**src/cfs_pkg.sv**
```systemverilog
//----------------------------------------------------------------------
// Summary of operation
// - Strap high at power-on, flag clear, selects pin-select mode
// - Strap low or floating selects serial bus
// - After sampling, strap pin drives reference output
// - Strap high, flag clear: pins index configs 0-3
// - Strap low: bus allowed, flag picks defaults/config0
// - Pin-select mode: power-up loads configuration chosen by select pins
// - Pin-select mode: select change reloads configuration within 1 ms
// - Source is crystal when bit equals pin
// - Pick pin polarity invertible by bus write
// - Primary-source bit is bit 1 of 0x13
// - Pin switchover only when mode upper bit 0
// - Source switching never glitches the output
//----------------------------------------------------------------------
package cfs_pkg;

   //----------------------------------------------------------------
   // Timing
   //----------------------------------------------------------------
   localparam int CLK_MHZ = 25;
   localparam int RELOAD_US = 1000;
   // Longest time, rounds down; exact at this rate
   localparam int RELOAD_CYC = RELOAD_US * CLK_MHZ;

   //----------------------------------------------------------------
   // Register map and fields
   //----------------------------------------------------------------
   localparam logic [7:0] REG_FLAGS_OFS = 8'h00;
   localparam logic [7:0] REG_SRC_OFS = 8'h13;
   localparam int FLAG_DEFSEL_BIT = 7;
   localparam int SRC_POL_BIT = 0;
   localparam int SRC_PRIM_BIT = 1;
   localparam int SRC_SM_HI_BIT = 3;

   typedef struct packed {
      logic [7:0] flags;
      logic [7:0] src;
   } cfs_regs_t;

   localparam cfs_regs_t REGS_RST = '0;

   //----------------------------------------------------------------
   // Configuration store layout: word = bank * 2 + index
   //----------------------------------------------------------------
   localparam logic [2:0] BANK_BOOT = 3'h0;
   localparam logic [2:0] BANK_I2C_DEF = 3'h4;
   localparam logic IDX_FLAGS = 1'b0;
   localparam logic IDX_SRC = 1'b1;
   localparam int CFG_WORDS = 10;
   typedef logic [CFG_WORDS-1:0][7:0] cfs_image_t;
   localparam cfs_image_t CFG_IMAGE_DEF = {
      8'h00, 8'h80, 8'h08, 8'h00, 8'h01, 8'h00,
      8'h02, 8'h00, 8'h00, 8'h00};

   //----------------------------------------------------------------
   // Serial bus
   //----------------------------------------------------------------
   localparam logic [6:0] I2C_ADDR_DEF = 7'h6A;
   localparam logic [3:0] CNT_PRE = 4'hF;
   localparam logic [3:0] CNT_LAST = 4'h7;
   localparam logic [3:0] CNT_ACK = 4'h8;

   //----------------------------------------------------------------
   // State types
   //----------------------------------------------------------------
   typedef enum logic [2:0] {
      P_STRAP, P_FLAG, P_FLAGW, P_LDA, P_LDB, P_LDC, P_RUN
   } cfs_phase_t;

   typedef enum logic [2:0] {
      I_IDLE, I_ADDR, I_PTR, I_WR, I_RD
   } cfs_i2c_t;

   typedef enum logic {M_RUN, M_ARM} cfs_mux_t;

   // Register read decode, unmapped offsets read zero
   function automatic logic [7:0] cfs_rd_byte(input cfs_regs_t r,
                                              input logic [7:0] ofs);
      logic [7:0] v;
      v = 8'h00;
      if (ofs == REG_FLAGS_OFS)
         v = r.flags;
      else if (ofs == REG_SRC_OFS)
         v = r.src;
      return v;
   endfunction : cfs_rd_byte

endpackage : cfs_pkg

```
**src/cfs_cfg_store.sv**
```systemverilog
`timescale 1ns/1ps
//----------------------------------------------------------------------
// Stored configuration banks, registered read
//----------------------------------------------------------------------
module cfs_cfg_store
   import cfs_pkg::*;
#(
   parameter cfs_image_t IMAGE = CFG_IMAGE_DEF
) (
   // Clock and reset
   input wire logic clock,
   input wire logic rstn,
   // Read port
   input wire logic [2:0] bank,
   input wire logic idx,
   output logic [7:0] rdata
);

   logic [3:0] word;

   // Word address from bank and index
   assign word = {bank, idx};

   // Read data from a flop; out-of-range words read zero
   always_ff @(posedge clock) begin
      if (!rstn)
         rdata <= 8'h00;
      else if (word < 4'(CFG_WORDS))
         rdata <= IMAGE[word];
      else
         rdata <= 8'h00;
   end

endmodule : cfs_cfg_store

```
**src/cfs_ref_mux.sv**
```systemverilog
`timescale 1ns/1ps
//----------------------------------------------------------------------
// Glitch-free reference source switch
//----------------------------------------------------------------------
module cfs_ref_mux
   import cfs_pkg::*;
(
   // Clock and reset
   input wire logic clock,
   input wire logic rstn,
   // Reference inputs
   input wire logic xtal_in,
   input wire logic diff_p,
   input wire logic diff_n,
   // Selection and result
   input wire logic want_diff,
   output logic clk_out,
   output logic active_diff
);

   cfs_mux_t mux_state_reg;
   logic src_cur;
   logic diff_bit;

   // Differential level as positive leg above negative
   assign diff_bit = diff_p & ~diff_n;
   assign src_cur = active_diff ? diff_bit : xtal_in;

   // Swap only while the old source is low, then wait for the new
   // one to be low too, so no shortened pulse reaches the output
   always_ff @(posedge clock) begin
      if (!rstn) begin
         mux_state_reg <= M_RUN;
         active_diff <= 1'b0;
      end else begin
         case (mux_state_reg)
            M_RUN: begin
               if (want_diff != active_diff && !src_cur) begin
                  active_diff <= want_diff;
                  mux_state_reg <= M_ARM;
               end
            end
            M_ARM: begin
               if (!src_cur)
                  mux_state_reg <= M_RUN;
            end
            default: mux_state_reg <= M_RUN;
         endcase
      end
   end

   // Output parked low during the handover
   always_ff @(posedge clock) begin
      if (!rstn)
         clk_out <= 1'b0;
      else
         clk_out <= (mux_state_reg == M_RUN) ? src_cur : 1'b0;
   end

   //-------------------------------------------------------------------
   // Checks
   //-------------------------------------------------------------------
   park_low_a: assert property (@(posedge clock) disable iff (!rstn)
      (mux_state_reg == M_ARM) |=> !clk_out)
      else $error("output not parked low during source swap");

   swap_on_low_a: assert property (@(posedge clock) disable iff (!rstn)
      $changed(active_diff) |-> !$past(src_cur) && !clk_out)
      else $error("source swapped while old source high");

   mux_swap_c: cover property (@(posedge clock) disable iff (!rstn)
      (mux_state_reg == M_ARM) ##1 (mux_state_reg == M_RUN));

endmodule : cfs_ref_mux

```
**src/cfs_top.sv**
```systemverilog
`timescale 1ns/1ps
//----------------------------------------------------------------------
// Configuration select and reference source control
//----------------------------------------------------------------------
module cfs_top
   import cfs_pkg::*;
#(
   parameter logic [6:0] I2C_ADDR = I2C_ADDR_DEF,
   parameter cfs_image_t IMAGE = CFG_IMAGE_DEF,
   parameter int RELOAD_MAX_CYC = RELOAD_CYC
) (
   // Clock and reset
   input wire logic clock,
   input wire logic rstn,
   // Strap pin, later reference output
   input wire logic strap_mode_pin_in,
   output logic strap_mode_pin_out,
   output logic strap_mode_pin_oe,
   // Shared select / serial bus pins
   input wire logic cfg_select_hi_in,
   output logic cfg_select_hi_out,
   output logic cfg_select_hi_oe,
   input wire logic cfg_select_lo_in,
   // Reference inputs
   input wire logic crystal_ref_input,
   input wire logic diff_ref_input_p,
   input wire logic diff_ref_input_n,
   input wire logic input_pick_pin,
   // Status
   output logic i2c_enabled,
   output logic load_busy,
   output logic [2:0] cfg_bank,
   output logic active_diff
);

   //-------------------------------------------------------------------
   // Declarations
   //-------------------------------------------------------------------
   cfs_phase_t phase_reg;
   cfs_regs_t regs_reg;
   logic strap_reg;
   logic [1:0] sel_seen_reg;
   logic [2:0] bank_reg;
   logic [2:0] store_bank;
   logic store_idx;
   logic [7:0] store_rdata;
   logic [1:0] sel_now;
   logic sel_mode;
   logic reload_req;
   logic want_diff;
   logic manual_mode;
   logic mux_out;
   cfs_i2c_t i_state_reg;
   logic [3:0] cnt_reg;
   logic [7:0] shift_reg;
   logic [7:0] tx_reg;
   logic [7:0] ptr_reg;
   logic sda_oe_reg;
   logic scl_d_reg;
   logic sda_d_reg;
   logic scl_rise;
   logic scl_fall;
   logic start_c;
   logic stop_c;
   logic wr_commit;
   logic [7:0] rd_now;
   logic [7:0] rd_next;

   //-------------------------------------------------------------------
   // Power-up sequence and configuration load
   //-------------------------------------------------------------------
   assign sel_now = {cfg_select_hi_in, cfg_select_lo_in};
   // Pin-select mode needs the strap high and the default flag clear
   assign sel_mode = strap_reg && !regs_reg.flags[FLAG_DEFSEL_BIT];
   assign reload_req = (phase_reg == P_RUN) && sel_mode &&
                       (sel_now != sel_seen_reg);

   // Strap is caught once, on the first edge after reset release
   always_ff @(posedge clock) begin
      if (!rstn)
         strap_reg <= 1'b0;
      else if (phase_reg == P_STRAP)
         strap_reg <= strap_mode_pin_in;
   end

   // Load sequencer; store read data lags its address by one cycle
   always_ff @(posedge clock) begin
      if (!rstn) begin
         phase_reg <= P_STRAP;
         bank_reg <= BANK_BOOT;
         sel_seen_reg <= 2'h0;
      end else begin
         case (phase_reg)
            P_STRAP: phase_reg <= P_FLAG;
            P_FLAG: phase_reg <= P_FLAGW;
            P_FLAGW: begin
               if (strap_reg && !store_rdata[FLAG_DEFSEL_BIT])
                  bank_reg <= {1'b0, sel_now};
               else if (!strap_reg && store_rdata[FLAG_DEFSEL_BIT])
                  bank_reg <= BANK_I2C_DEF;
               else
                  bank_reg <= BANK_BOOT;
               sel_seen_reg <= sel_now;
               phase_reg <= P_LDA;
            end
            P_LDA: phase_reg <= P_LDB;
            P_LDB: phase_reg <= P_LDC;
            P_LDC: phase_reg <= P_RUN;
            P_RUN: begin
               // Host keeps one pin moving at a time and waits out
               // the early window; any new code is simply reloaded
               if (reload_req) begin
                  bank_reg <= {1'b0, sel_now};
                  sel_seen_reg <= sel_now;
                  phase_reg <= P_LDA;
               end
            end
            default: phase_reg <= P_STRAP;
         endcase
      end
   end

   // Store address by phase
   always_comb begin
      store_bank = bank_reg;
      store_idx = IDX_FLAGS;
      if (phase_reg == P_FLAG)
         store_bank = BANK_BOOT;
      else if (phase_reg == P_LDB)
         store_idx = IDX_SRC;
   end

   cfs_cfg_store #(
      .IMAGE(IMAGE)
   ) u_store (
      .clock(clock),
      .rstn(rstn),
      .bank(store_bank),
      .idx(store_idx),
      .rdata(store_rdata)
   );

   //-------------------------------------------------------------------
   // Working registers
   //-------------------------------------------------------------------
   // Load beats a bus write; writes only happen in bus mode anyway
   always_ff @(posedge clock) begin
      if (!rstn) begin
         regs_reg <= REGS_RST;
      end else if (phase_reg == P_LDB) begin
         regs_reg.flags <= store_rdata;
      end else if (phase_reg == P_LDC) begin
         regs_reg.src <= store_rdata;
      end else if (wr_commit) begin
         if (ptr_reg == REG_FLAGS_OFS)
            regs_reg.flags <= shift_reg;
         else if (ptr_reg == REG_SRC_OFS)
            regs_reg.src <= shift_reg;
      end
   end

   //-------------------------------------------------------------------
   // Serial bus slave on the shared pins
   //-------------------------------------------------------------------
   // Bus only exists with the strap low, after capture
   assign i2c_enabled = !strap_reg && (phase_reg != P_STRAP);
   assign scl_rise = i2c_enabled && cfg_select_lo_in && !scl_d_reg;
   assign scl_fall = i2c_enabled && !cfg_select_lo_in && scl_d_reg;
   assign start_c = i2c_enabled && cfg_select_lo_in && scl_d_reg &&
                    sda_d_reg && !cfg_select_hi_in;
   assign stop_c = i2c_enabled && cfg_select_lo_in && scl_d_reg &&
                   !sda_d_reg && cfg_select_hi_in;
   assign wr_commit = scl_fall && (i_state_reg == I_WR) &&
                      (cnt_reg == CNT_LAST);
   assign rd_now = cfs_rd_byte(regs_reg, ptr_reg);
   assign rd_next = cfs_rd_byte(regs_reg, ptr_reg + 8'h01);

   // Previous pin levels for edge and start/stop detection
   always_ff @(posedge clock) begin
      if (!rstn) begin
         scl_d_reg <= 1'b1;
         sda_d_reg <= 1'b1;
      end else begin
         scl_d_reg <= cfg_select_lo_in;
         sda_d_reg <= cfg_select_hi_in;
      end
   end

   // Bits sampled on rising clock, data driven after falling clock
   always_ff @(posedge clock) begin
      if (!rstn) begin
         i_state_reg <= I_IDLE;
         cnt_reg <= CNT_PRE;
         shift_reg <= 8'h00;
         tx_reg <= 8'h00;
         ptr_reg <= 8'h00;
         sda_oe_reg <= 1'b0;
      end else if (!i2c_enabled || stop_c) begin
         i_state_reg <= I_IDLE;
         sda_oe_reg <= 1'b0;
      end else if (start_c) begin
         i_state_reg <= I_ADDR;
         cnt_reg <= CNT_PRE;
         sda_oe_reg <= 1'b0;
      end else if (scl_rise) begin
         if (cnt_reg < CNT_ACK && i_state_reg != I_RD)
            shift_reg <= {shift_reg[6:0], cfg_select_hi_in};
         else if (cnt_reg == CNT_ACK && i_state_reg == I_RD &&
                  cfg_select_hi_in)
            i_state_reg <= I_IDLE; // Master ends the read
      end else if (scl_fall && i_state_reg != I_IDLE) begin
         if (cnt_reg == CNT_LAST) begin
            cnt_reg <= CNT_ACK;
            case (i_state_reg)
               I_ADDR: begin
                  if (shift_reg[7:1] == I2C_ADDR)
                     sda_oe_reg <= 1'b1;
                  else
                     i_state_reg <= I_IDLE;
               end
               I_PTR: begin
                  ptr_reg <= shift_reg;
                  sda_oe_reg <= 1'b1;
               end
               I_WR: sda_oe_reg <= 1'b1;
               default: sda_oe_reg <= 1'b0;
            endcase
         end else if (cnt_reg == CNT_ACK) begin
            cnt_reg <= 4'h0;
            sda_oe_reg <= 1'b0;
            case (i_state_reg)
               I_ADDR: begin
                  if (shift_reg[0]) begin
                     i_state_reg <= I_RD;
                     tx_reg <= rd_now;
                     sda_oe_reg <= ~rd_now[7];
                  end else begin
                     i_state_reg <= I_PTR;
                  end
               end
               I_PTR: i_state_reg <= I_WR;
               I_WR: ptr_reg <= ptr_reg + 8'h01;
               I_RD: begin
                  ptr_reg <= ptr_reg + 8'h01;
                  tx_reg <= rd_next;
                  sda_oe_reg <= ~rd_next[7];
               end
               default: i_state_reg <= I_IDLE;
            endcase
         end else begin
            // Counter wraps from the pre-start value to bit 0
            cnt_reg <= cnt_reg + 4'h1;
            if (i_state_reg == I_RD) begin
               tx_reg <= {tx_reg[6:0], 1'b0};
               sda_oe_reg <= ~tx_reg[6];
            end
         end
      end
   end

   // Open-drain data line: only ever pulled low
   assign cfg_select_hi_out = 1'b0;
   assign cfg_select_hi_oe = sda_oe_reg;

   //-------------------------------------------------------------------
   // Reference source selection
   //-------------------------------------------------------------------
   // Outside manual mode the primary source stays on
   assign manual_mode = !regs_reg.src[SRC_SM_HI_BIT];
   assign want_diff = manual_mode ?
      (regs_reg.src[SRC_PRIM_BIT] ^
       input_pick_pin ^ regs_reg.src[SRC_POL_BIT]) :
      regs_reg.src[SRC_PRIM_BIT];

   cfs_ref_mux u_mux (
      .clock(clock),
      .rstn(rstn),
      .xtal_in(crystal_ref_input),
      .diff_p(diff_ref_input_p),
      .diff_n(diff_ref_input_n),
      .want_diff(want_diff),
      .clk_out(mux_out),
      .active_diff(active_diff)
   );

   //-------------------------------------------------------------------
   // Outputs
   //-------------------------------------------------------------------
   // Pin turns into an output once the strap has been taken
   always_ff @(posedge clock) begin
      if (!rstn)
         strap_mode_pin_oe <= 1'b0;
      else if (phase_reg == P_STRAP)
         strap_mode_pin_oe <= 1'b1;
   end

   assign strap_mode_pin_out = strap_mode_pin_oe & mux_out;
   assign load_busy = (phase_reg != P_RUN);
   assign cfg_bank = bank_reg;

   //-------------------------------------------------------------------
   // Checks
   //-------------------------------------------------------------------
   strap_hold_a: assert property (@(posedge clock) disable iff (!rstn)
      (phase_reg != P_STRAP) ##1 1'b1 |-> $stable(strap_reg))
      else $error("strap value changed after capture");

   pin_drive_a: assert property (@(posedge clock) disable iff (!rstn)
      (phase_reg != P_STRAP) |-> strap_mode_pin_oe &&
      (strap_mode_pin_out == mux_out))
      else $error("strap pin not driving reference output");

   bus_deny_a: assert property (@(posedge clock) disable iff (!rstn)
      strap_reg |-> !cfg_select_hi_oe && (i_state_reg == I_IDLE))
      else $error("serial bus active in pin-select mode");

   pin_bank_a: assert property (@(posedge clock) disable iff (!rstn)
      (phase_reg == P_FLAGW && strap_reg &&
       !store_rdata[FLAG_DEFSEL_BIT])
      |=> (bank_reg == {1'b0, $past(sel_now)}) ##3 (phase_reg == P_RUN))
      else $error("power-up bank not taken from select pins");

   bus_bank_a: assert property (@(posedge clock) disable iff (!rstn)
      (phase_reg == P_FLAGW && !strap_reg)
      |=> bank_reg == ($past(store_rdata[FLAG_DEFSEL_BIT]) ?
                       BANK_I2C_DEF : BANK_BOOT))
      else $error("bus-mode power-up bank wrong");

   reload_time_a: assert property (@(posedge clock) disable iff (!rstn)
      reload_req |=> (phase_reg != P_RUN) [*3] ##1
      (phase_reg == P_RUN) && (regs_reg.src == $past(store_rdata)))
      else $error("select change not reloaded in time");

   src_pick_a: assert property (@(posedge clock) disable iff (!rstn)
      (phase_reg == P_RUN && !regs_reg.src[SRC_SM_HI_BIT] &&
       !regs_reg.src[SRC_POL_BIT] &&
       (input_pick_pin == regs_reg.src[SRC_PRIM_BIT]))
      |-> !want_diff)
      else $error("equal bit and pin did not pick crystal");

   src_write_a: assert property (@(posedge clock) disable iff (!rstn)
      (wr_commit && ptr_reg == REG_SRC_OFS && phase_reg == P_RUN)
      |=> regs_reg.src == $past(shift_reg))
      else $error("source control write lost");

   addr_ack_a: assert property (@(posedge clock) disable iff (!rstn)
      (scl_fall && i_state_reg == I_ADDR && cnt_reg == CNT_LAST &&
       !start_c && !stop_c)
      |=> cfg_select_hi_oe == ($past(shift_reg[7:1]) == I2C_ADDR))
      else $error("address acknowledge wrong");

   reload_c: cover property (@(posedge clock) disable iff (!rstn)
      reload_req ##4 (phase_reg == P_RUN));

   bus_write_c: cover property (@(posedge clock) disable iff (!rstn)
      wr_commit && (ptr_reg == REG_SRC_OFS));

   defaults_c: cover property (@(posedge clock) disable iff (!rstn)
      (phase_reg == P_LDA) && (bank_reg == BANK_I2C_DEF));

endmodule : cfs_top

```
**config.mk**
```make
export PLATFORM = sky130hd
export DESIGN_NAME = cfs_top
export DESIGN_NICKNAME = d
export VERILOG_FILES = /design/src/cfs_pkg.sv /design/src/cfs_cfg_store.sv /design/src/cfs_ref_mux.sv /design/src/cfs_top.sv
export SDC_FILE = /design/constraint.sdc
export NUM_CORES = 1
export LEC_CHECK = 0
export BUFFER_PORTS_ARGS = -buffer_cell sky130_fd_sc_hd__buf_2
export CORE_ASPECT_RATIO = 0.7
export CORE_MARGIN = 2
export CORE_UTILIZATION = 50
export CTS_BUF_LIST = sky130_fd_sc_hd__clkbuf_16
export DETAILED_ROUTE_END_ITERATION = 7
export GPL_ROUTABILITY_DRIVEN = 1
export PLACE_DENSITY_LB_ADDON = 0.05
export SLEW_MARGIN = 30
export SYNTH_ARGS = -nofsm -noshare
export SYNTH_HDL_FRONTEND = slang
export SYNTH_SLANG_ARGS = --single-unit
```
**constraint.sdc**
```tcl
create_clock -name clock -period 4.5 [get_ports clock]
set_clock_uncertainty 0.1 [all_clocks]
set_input_delay 0.9 -clock clock [delete_from_list [all_inputs] [get_ports clock]]
set_output_delay 0.9 -clock clock [all_outputs]
set_load 0.1 [all_outputs]
```
After elaboration in Yosys (flattened, before gate mapping)
Memories as Yosys holds them, arrays and structs flattened. A register that Yosys moved wholly into a read port is not among the register bits.
Cells that the tools add are included.
{ "word_totals": {"ff_bits": 62, "romBits": 128, "input_bits": 9, "memories": 1} }
{ "op_classes": {"addsub": 2, "order_cmp": 2, "n_eq_ne": 36, "n_mux": 58, "bitwise": 15, "n_reduce_logical": 70} }
{ "mem_list": {"columns": ["memory", "depth", "word_bits", "rd", "rd_ports_with_merged_regs", "wr", "line_no", "text"], "rows": [
  ["(name not given)", 16, 8, 1, 1, 0, "cfs_cfg_store.sv:29", "rdata <= IMAGE[word];"]
]} }
{ "op_table": {"columns": ["op", "count"], "rows": [
  ["$mux 8", 14],
  ["$mux 3", 14],
  ["$logic_and 1x1->1", 22],
  ["$reduce_bool 2->1", 11],
  ["$mux 7", 3],
  ["$pmux 3 s7", 1],
  ["$reduce_and 7->1", 3],
  ["$mux 4", 5],
  ["$ne 3x3->1 const B", 6],
  ["$eq 8x5->1 const B", 2],
  ["$logic_not 8->1", 2],
  ["$mux 16", 1],
  ["$reduce_bool 3->1", 5],
  ["$pmux 7 s2", 1],
  ["$eq 3x2->1 const B", 4],
  ["$eq 3x3->1 const B", 4],
  ["$mux 1", 12],
  ["$reduce_and 4->1", 3],
  ["$not 1->1", 11],
  ["$logic_not 1->1", 10],
  ["$pmux 3 s3", 1],
  ["$add 8x1->8 const B", 1],
  ["$lt 4x4->1 const B", 2],
  ["$ne 2x2->1 const B", 4],
  ["27 further kinds", 41]
]} }

Longest topological paths before layout
{ "logic_depth": {"ltp_word": 9, "depth_mapped": 8, "mapped_depth_nobuf": 7} }

Hierarchy
From an unflattened synthesis, not the netlist that was laid out.
{ "unflattened": {"cells_unflattened": 446, "area_unflattened_um2": 3821.2} }
{ "modules_own_cells": {"columns": ["mod", "instances", "cells_each", "area_per_inst_um2", "seq_area_each_um2"], "rows": [
  ["cfs_top", 1, 415, 3509.6, 1181.1],
  ["cfs_cfg_store", 1, 15, 157.7, 80.1],
  ["cfs_ref_mux", 1, 16, 153.9, 60.1]
]} }

Least setup slack after synthesis
OpenSTA, ideal clock, no wires.
{ "synth_timing": {"path_type": "register to register", "start": "reg phase_reg[1]", "end": "reg i_state_reg[1]", "arrival_ps": 2927, "setup_slack_ps": 1382, "stages_incl_launch_ff": 7, "path_buffers": 1, "synth_period_minus_slack_ps": 3118, "path_cell_list": "dfxtp_1 > clkbuf_1 > nor3_2 > nor2_1 > o211ai_1 > or4_1 > o31ai_1"} }
{ "synth_between": {"elab_chain_cells": 8, "elab_cells_between_ends": 24} }
{ "synth_rtl": {"columns": ["element", "line_no", "text"], "rows": [
  ["start: declaration", "cfs_top.sv:39", "cfs_phase_t phase_reg;"],
  ["start signal: assignment", "cfs_top.sv:89", "phase_reg <= P_STRAP;"],
  ["start signal: assignment", "cfs_top.sv:94", "P_STRAP: phase_reg <= P_FLAG;"],
  ["start signal: assignment", "cfs_top.sv:95", "P_FLAG: phase_reg <= P_FLAGW;"],
  ["$reduce_bool 3->1 (*)", "cfs_top.sv:166", "assign i2c_enabled = !strap_reg && (phase_reg != P_STRAP);"],
  ["$logic_and 1x1->1 (*)", "cfs_top.sv:166", null],
  ["via i2c_enabled", "cfs_top.sv:30", "output logic i2c_enabled,"],
  ["parallel branches: the longest is 6 deep, another holds $reduce_and 7->1", null, null],
  ["end signal: assignment", "cfs_top.sv:199", "i_state_reg <= I_IDLE;"],
  ["end signal: assignment", "cfs_top.sv:202", "i_state_reg <= I_ADDR;"],
  ["end signal: assignment", "cfs_top.sv:210", "i_state_reg <= I_IDLE;"],
  ["end: declaration", "cfs_top.sv:53", "cfs_i2c_t i_state_reg;"]
]} }
Mark *: on every way through the listed nets, which the timed path passes.
A chain may end at the register's enable or synchronous reset.

Final worst setup path
{ "layout_timing": {"start": "reg cnt_reg[0]", "end": "reg ptr_reg[2]"} }
{ "layout_between": {"elab_chain_cells": 3, "elab_cells_between_ends": 7} }
{ "layout_rtl": {"columns": ["element", "line_no", "text"], "rows": [
  ["start: declaration", "cfs_top.sv:54", "logic [3:0] cnt_reg;"],
  ["start signal: assignment", "cfs_top.sv:252", "cnt_reg <= cnt_reg + 4'h1;"],
  ["$eq 4x3->1 / $eq 4x4->1 (equally long branches)", "cfs_top.sv:212, cfs_top.sv:228", null],
  ["$ne 2x1->1 (no line) / $reduce_bool 2->1 (equally long branches)", null, null],
  ["$reduce_and 7->1 (no line)", null, null],
  ["end signal: assignment", "cfs_top.sv:222", "ptr_reg <= shift_reg;"],
  ["end signal: assignment", "cfs_top.sv:242", "I_WR: ptr_reg <= ptr_reg + 8'h01;"],
  ["end signal: assignment", "cfs_top.sv:244", "ptr_reg <= ptr_reg + 8'h01;"],
  ["end: declaration", "cfs_top.sv:57", "logic [7:0] ptr_reg;"]
]} }
Parallel ways exist; a longest one is shown, timed or not.

==> reports/results.ini <==
[run_status]
status = finished, final reports clean

[synth]
synthArstFlopShare_pct = 0
ys_ff_latch = 66
synth_cell_type_count = 64
syn_nets = 542
yosys.area.top_type = dfxtp_1
synth_top_flop_cell = dfxtp_1
synth_area_leaders = dfxtp_1 33%, a21oi_1 5.7%, nand2_1 5.6%
synth_area_per_cell_sq_um = 7.69
ys_warn_count = 0
syn-cell-area_sq_um = 4060
ys_seq_area_share_pct = 32.5
syn_inst = 528
synth_top_area_share_pct = 32.5
synth_edf_count = 0

[layout]
n_antenna_cell = 0
syn_to_final_growth_pct = 8.91
nets = 528
layout-drive-gt1-share_pct = 10.4
final_cell_mix = 66 x dfxtp_1, 61 x nand2_1, 46 x a21oi_1, 37 x o21ai_0, 30 x nand3_1
finalNonFillerCells = 620
final_common_cell = dfxtp_1
nFillCells = 738
largest_reg_flops = 16

[global_routing]
grt_pass1_vias = 3539
grt_max_degree = 39
grt_pass1_wl_um = 18200
grt_usage_pct = 26.0
gr-usage-met3_pct = 7.06
grt-busiest-layer = met2
met2_usage_pct = 40.2
grt.overflow.total = 0
antenna_found_initial = 0
met1_usage_pct = 34.6

[place]
dpl_worst_slack_ns = 1.66
placed_cells = 604
dp_hpwl_um = 7610
portBuffers = 17
place_congestion = 0.872

[worst_setup_path]
cp_max_fo = 15
critPathArrivalTime_ns = 3.04
r2r_cells = 7
path_buf_inv = 1
crit_chain = inv_1 > ha_1 > nand3b_1 > nor2_1 > o21ai_1 > o21ai_0 > a21oi_1
worstSetupPathDepth = 7
cp_top_family = compound AO/OA/AOI/OAI gates
worstSetupEndpointType = register
slowest_stage = o21ai_1
critical-path-max-stage-delay_ns = 0.82
critical_path_class = register to register
worst_setup_path_start_kind = register
required_ns = 4.66

[worst_hold_path]
hold_path_class = register to register
min_path_cells = 1

[route]
drt_iter0_markers = 346
wirelength_um = 11100
drc = 0
wl_per_cell_um = 17.9
num_vias = 3868
drtAntennaViolNets = 0
drtPass1Iterations = 5
vias_per_cell = 6.24

[sta]
relSlewSlack_pct = 34.0
rsz0062_at_grt = false
setup_slack_ns = 1.62
min_period_ns = 2.88
period_share_pct = 64.0
tns_ns = 0
setup_viol = 0
finalHoldViolations = 0
drv_slew = 0
max_freq_mhz = 347
worst_slew_pin_slew_ns = 0.983

[power]
ir_drop_uv = 250
p_leak_nw = 1.61
power.density_nw_per_um2 = 320

[clock_network]
clk_path_buf_depth = 2
post_cts_buffers = 0
clockRootBuffer = clkbuf_16
holdBufCountCts = 0
cts_made_buffers = 9
clk_pin_slew_ns = 0.06
worstSkewPairLatency_ns = 0.34
cts_tree = yes
cts_num_sinks = 66
cts_resized = 0
h-tree-depth = 3

[floorplan]
die_area_sq_um = 8870
io_pins = 19
die_width_um = 112
start_util_pct = 51.6
rows = 27
die_h_um = 79.4
core_sq_um = 7870

[run]
drv_cap = 0

==> synthesized netlist by cell type, drive strengths merged, types with 7 or more instances <==
master,number
a21oi,46
nand2b,7
clkbuf,38
and3,11
nand2,61
inv,15
nand3b,9
nor2,29
dfxtp,66
mux2i,21
nor3,10
buf,8
nand4,10
nand3,30
o21ai,38
==> per-stage QoR <==
step           utilization [%]  total power, mW  area (sq um)  hold WS, ns
2_1_floorplan                -            0.715          4060        0.344
6_report                  56.2             1.41          4420        0.377
5_1_grt                   56.2             1.46          4420        0.399
3_5_place_dp              52.4            0.742          4130        0.373
4_1_cts                   56.1             1.43          4420        0.379
3_3_place_gp              52.3            0.739          4120        0.359
==> worst paths after layout <==
check                             end  slack (ns)                      startpoint
max           ptr_reg[2]$_SDFFE_PN0P_        1.62         cnt_reg[0]$_SDFFE_PN1P_
min          u_mux.clk_out$_SDFF_PP0_        0.38  u_mux.mux_state_reg$_SDFF_PN0_
max reg2reg   ptr_reg[2]$_SDFFE_PN0P_        1.62         cnt_reg[0]$_SDFFE_PN1P_
min reg2reg  u_mux.clk_out$_SDFF_PP0_        0.38  u_mux.mux_state_reg$_SDFF_PN0_
==> routing by layer <==
layer	wire length, um	vias to the layer above
met1	5270	1802
met5	0	-
li1	-	1899
met4	225	0
met2	4770	145
met3	820	22
==> worst register-to-register path, delay by kind of cell, from the launching register on <==
kind | cells | cell delay (ns)
AO/OA/AOI/OAI | 3 | 1.21
buffers and inverters | 1 | 0.08
flip-flops | 1 | 0.39
AND/OR/NAND/NOR | 2 | 0.78
adder cells (fa/ha/maj) | 1 | 0.25
==> cell type report <==
type	instances	area (sq um)	share of cell area [%]
multi-input cells	401	2510	56.9
clock buffers	9	225	5.09
inverters	15	56.3	1.27
well taps	101	126	2.86
flip-flops and latches	66	1320	29.9
clock inverters	7	62.6	1.41
repair buffers	21	115	2.60
==> power by group <==
part | internal [mW] | switching (mW)
Combinational | 0.0354 | 0.0826
Clock | 0.422 | 0.263
Sequential | 0.596 | 0.0155
==> cells by family after synthesis <==
group,Yosys count,synth area share (%)
AO/OA/AOI/OAI,155,24.6
XOR/XNOR,8,2.06
adder cells (fa/ha/maj),5,1.54
buffers and inverters,61,6.04
flip-flops,66,32.5
multiplexers,22,5.45
other,1,0.0924
AND/OR/NAND/NOR,210,27.7
Power figures use the tool's default switching activity.
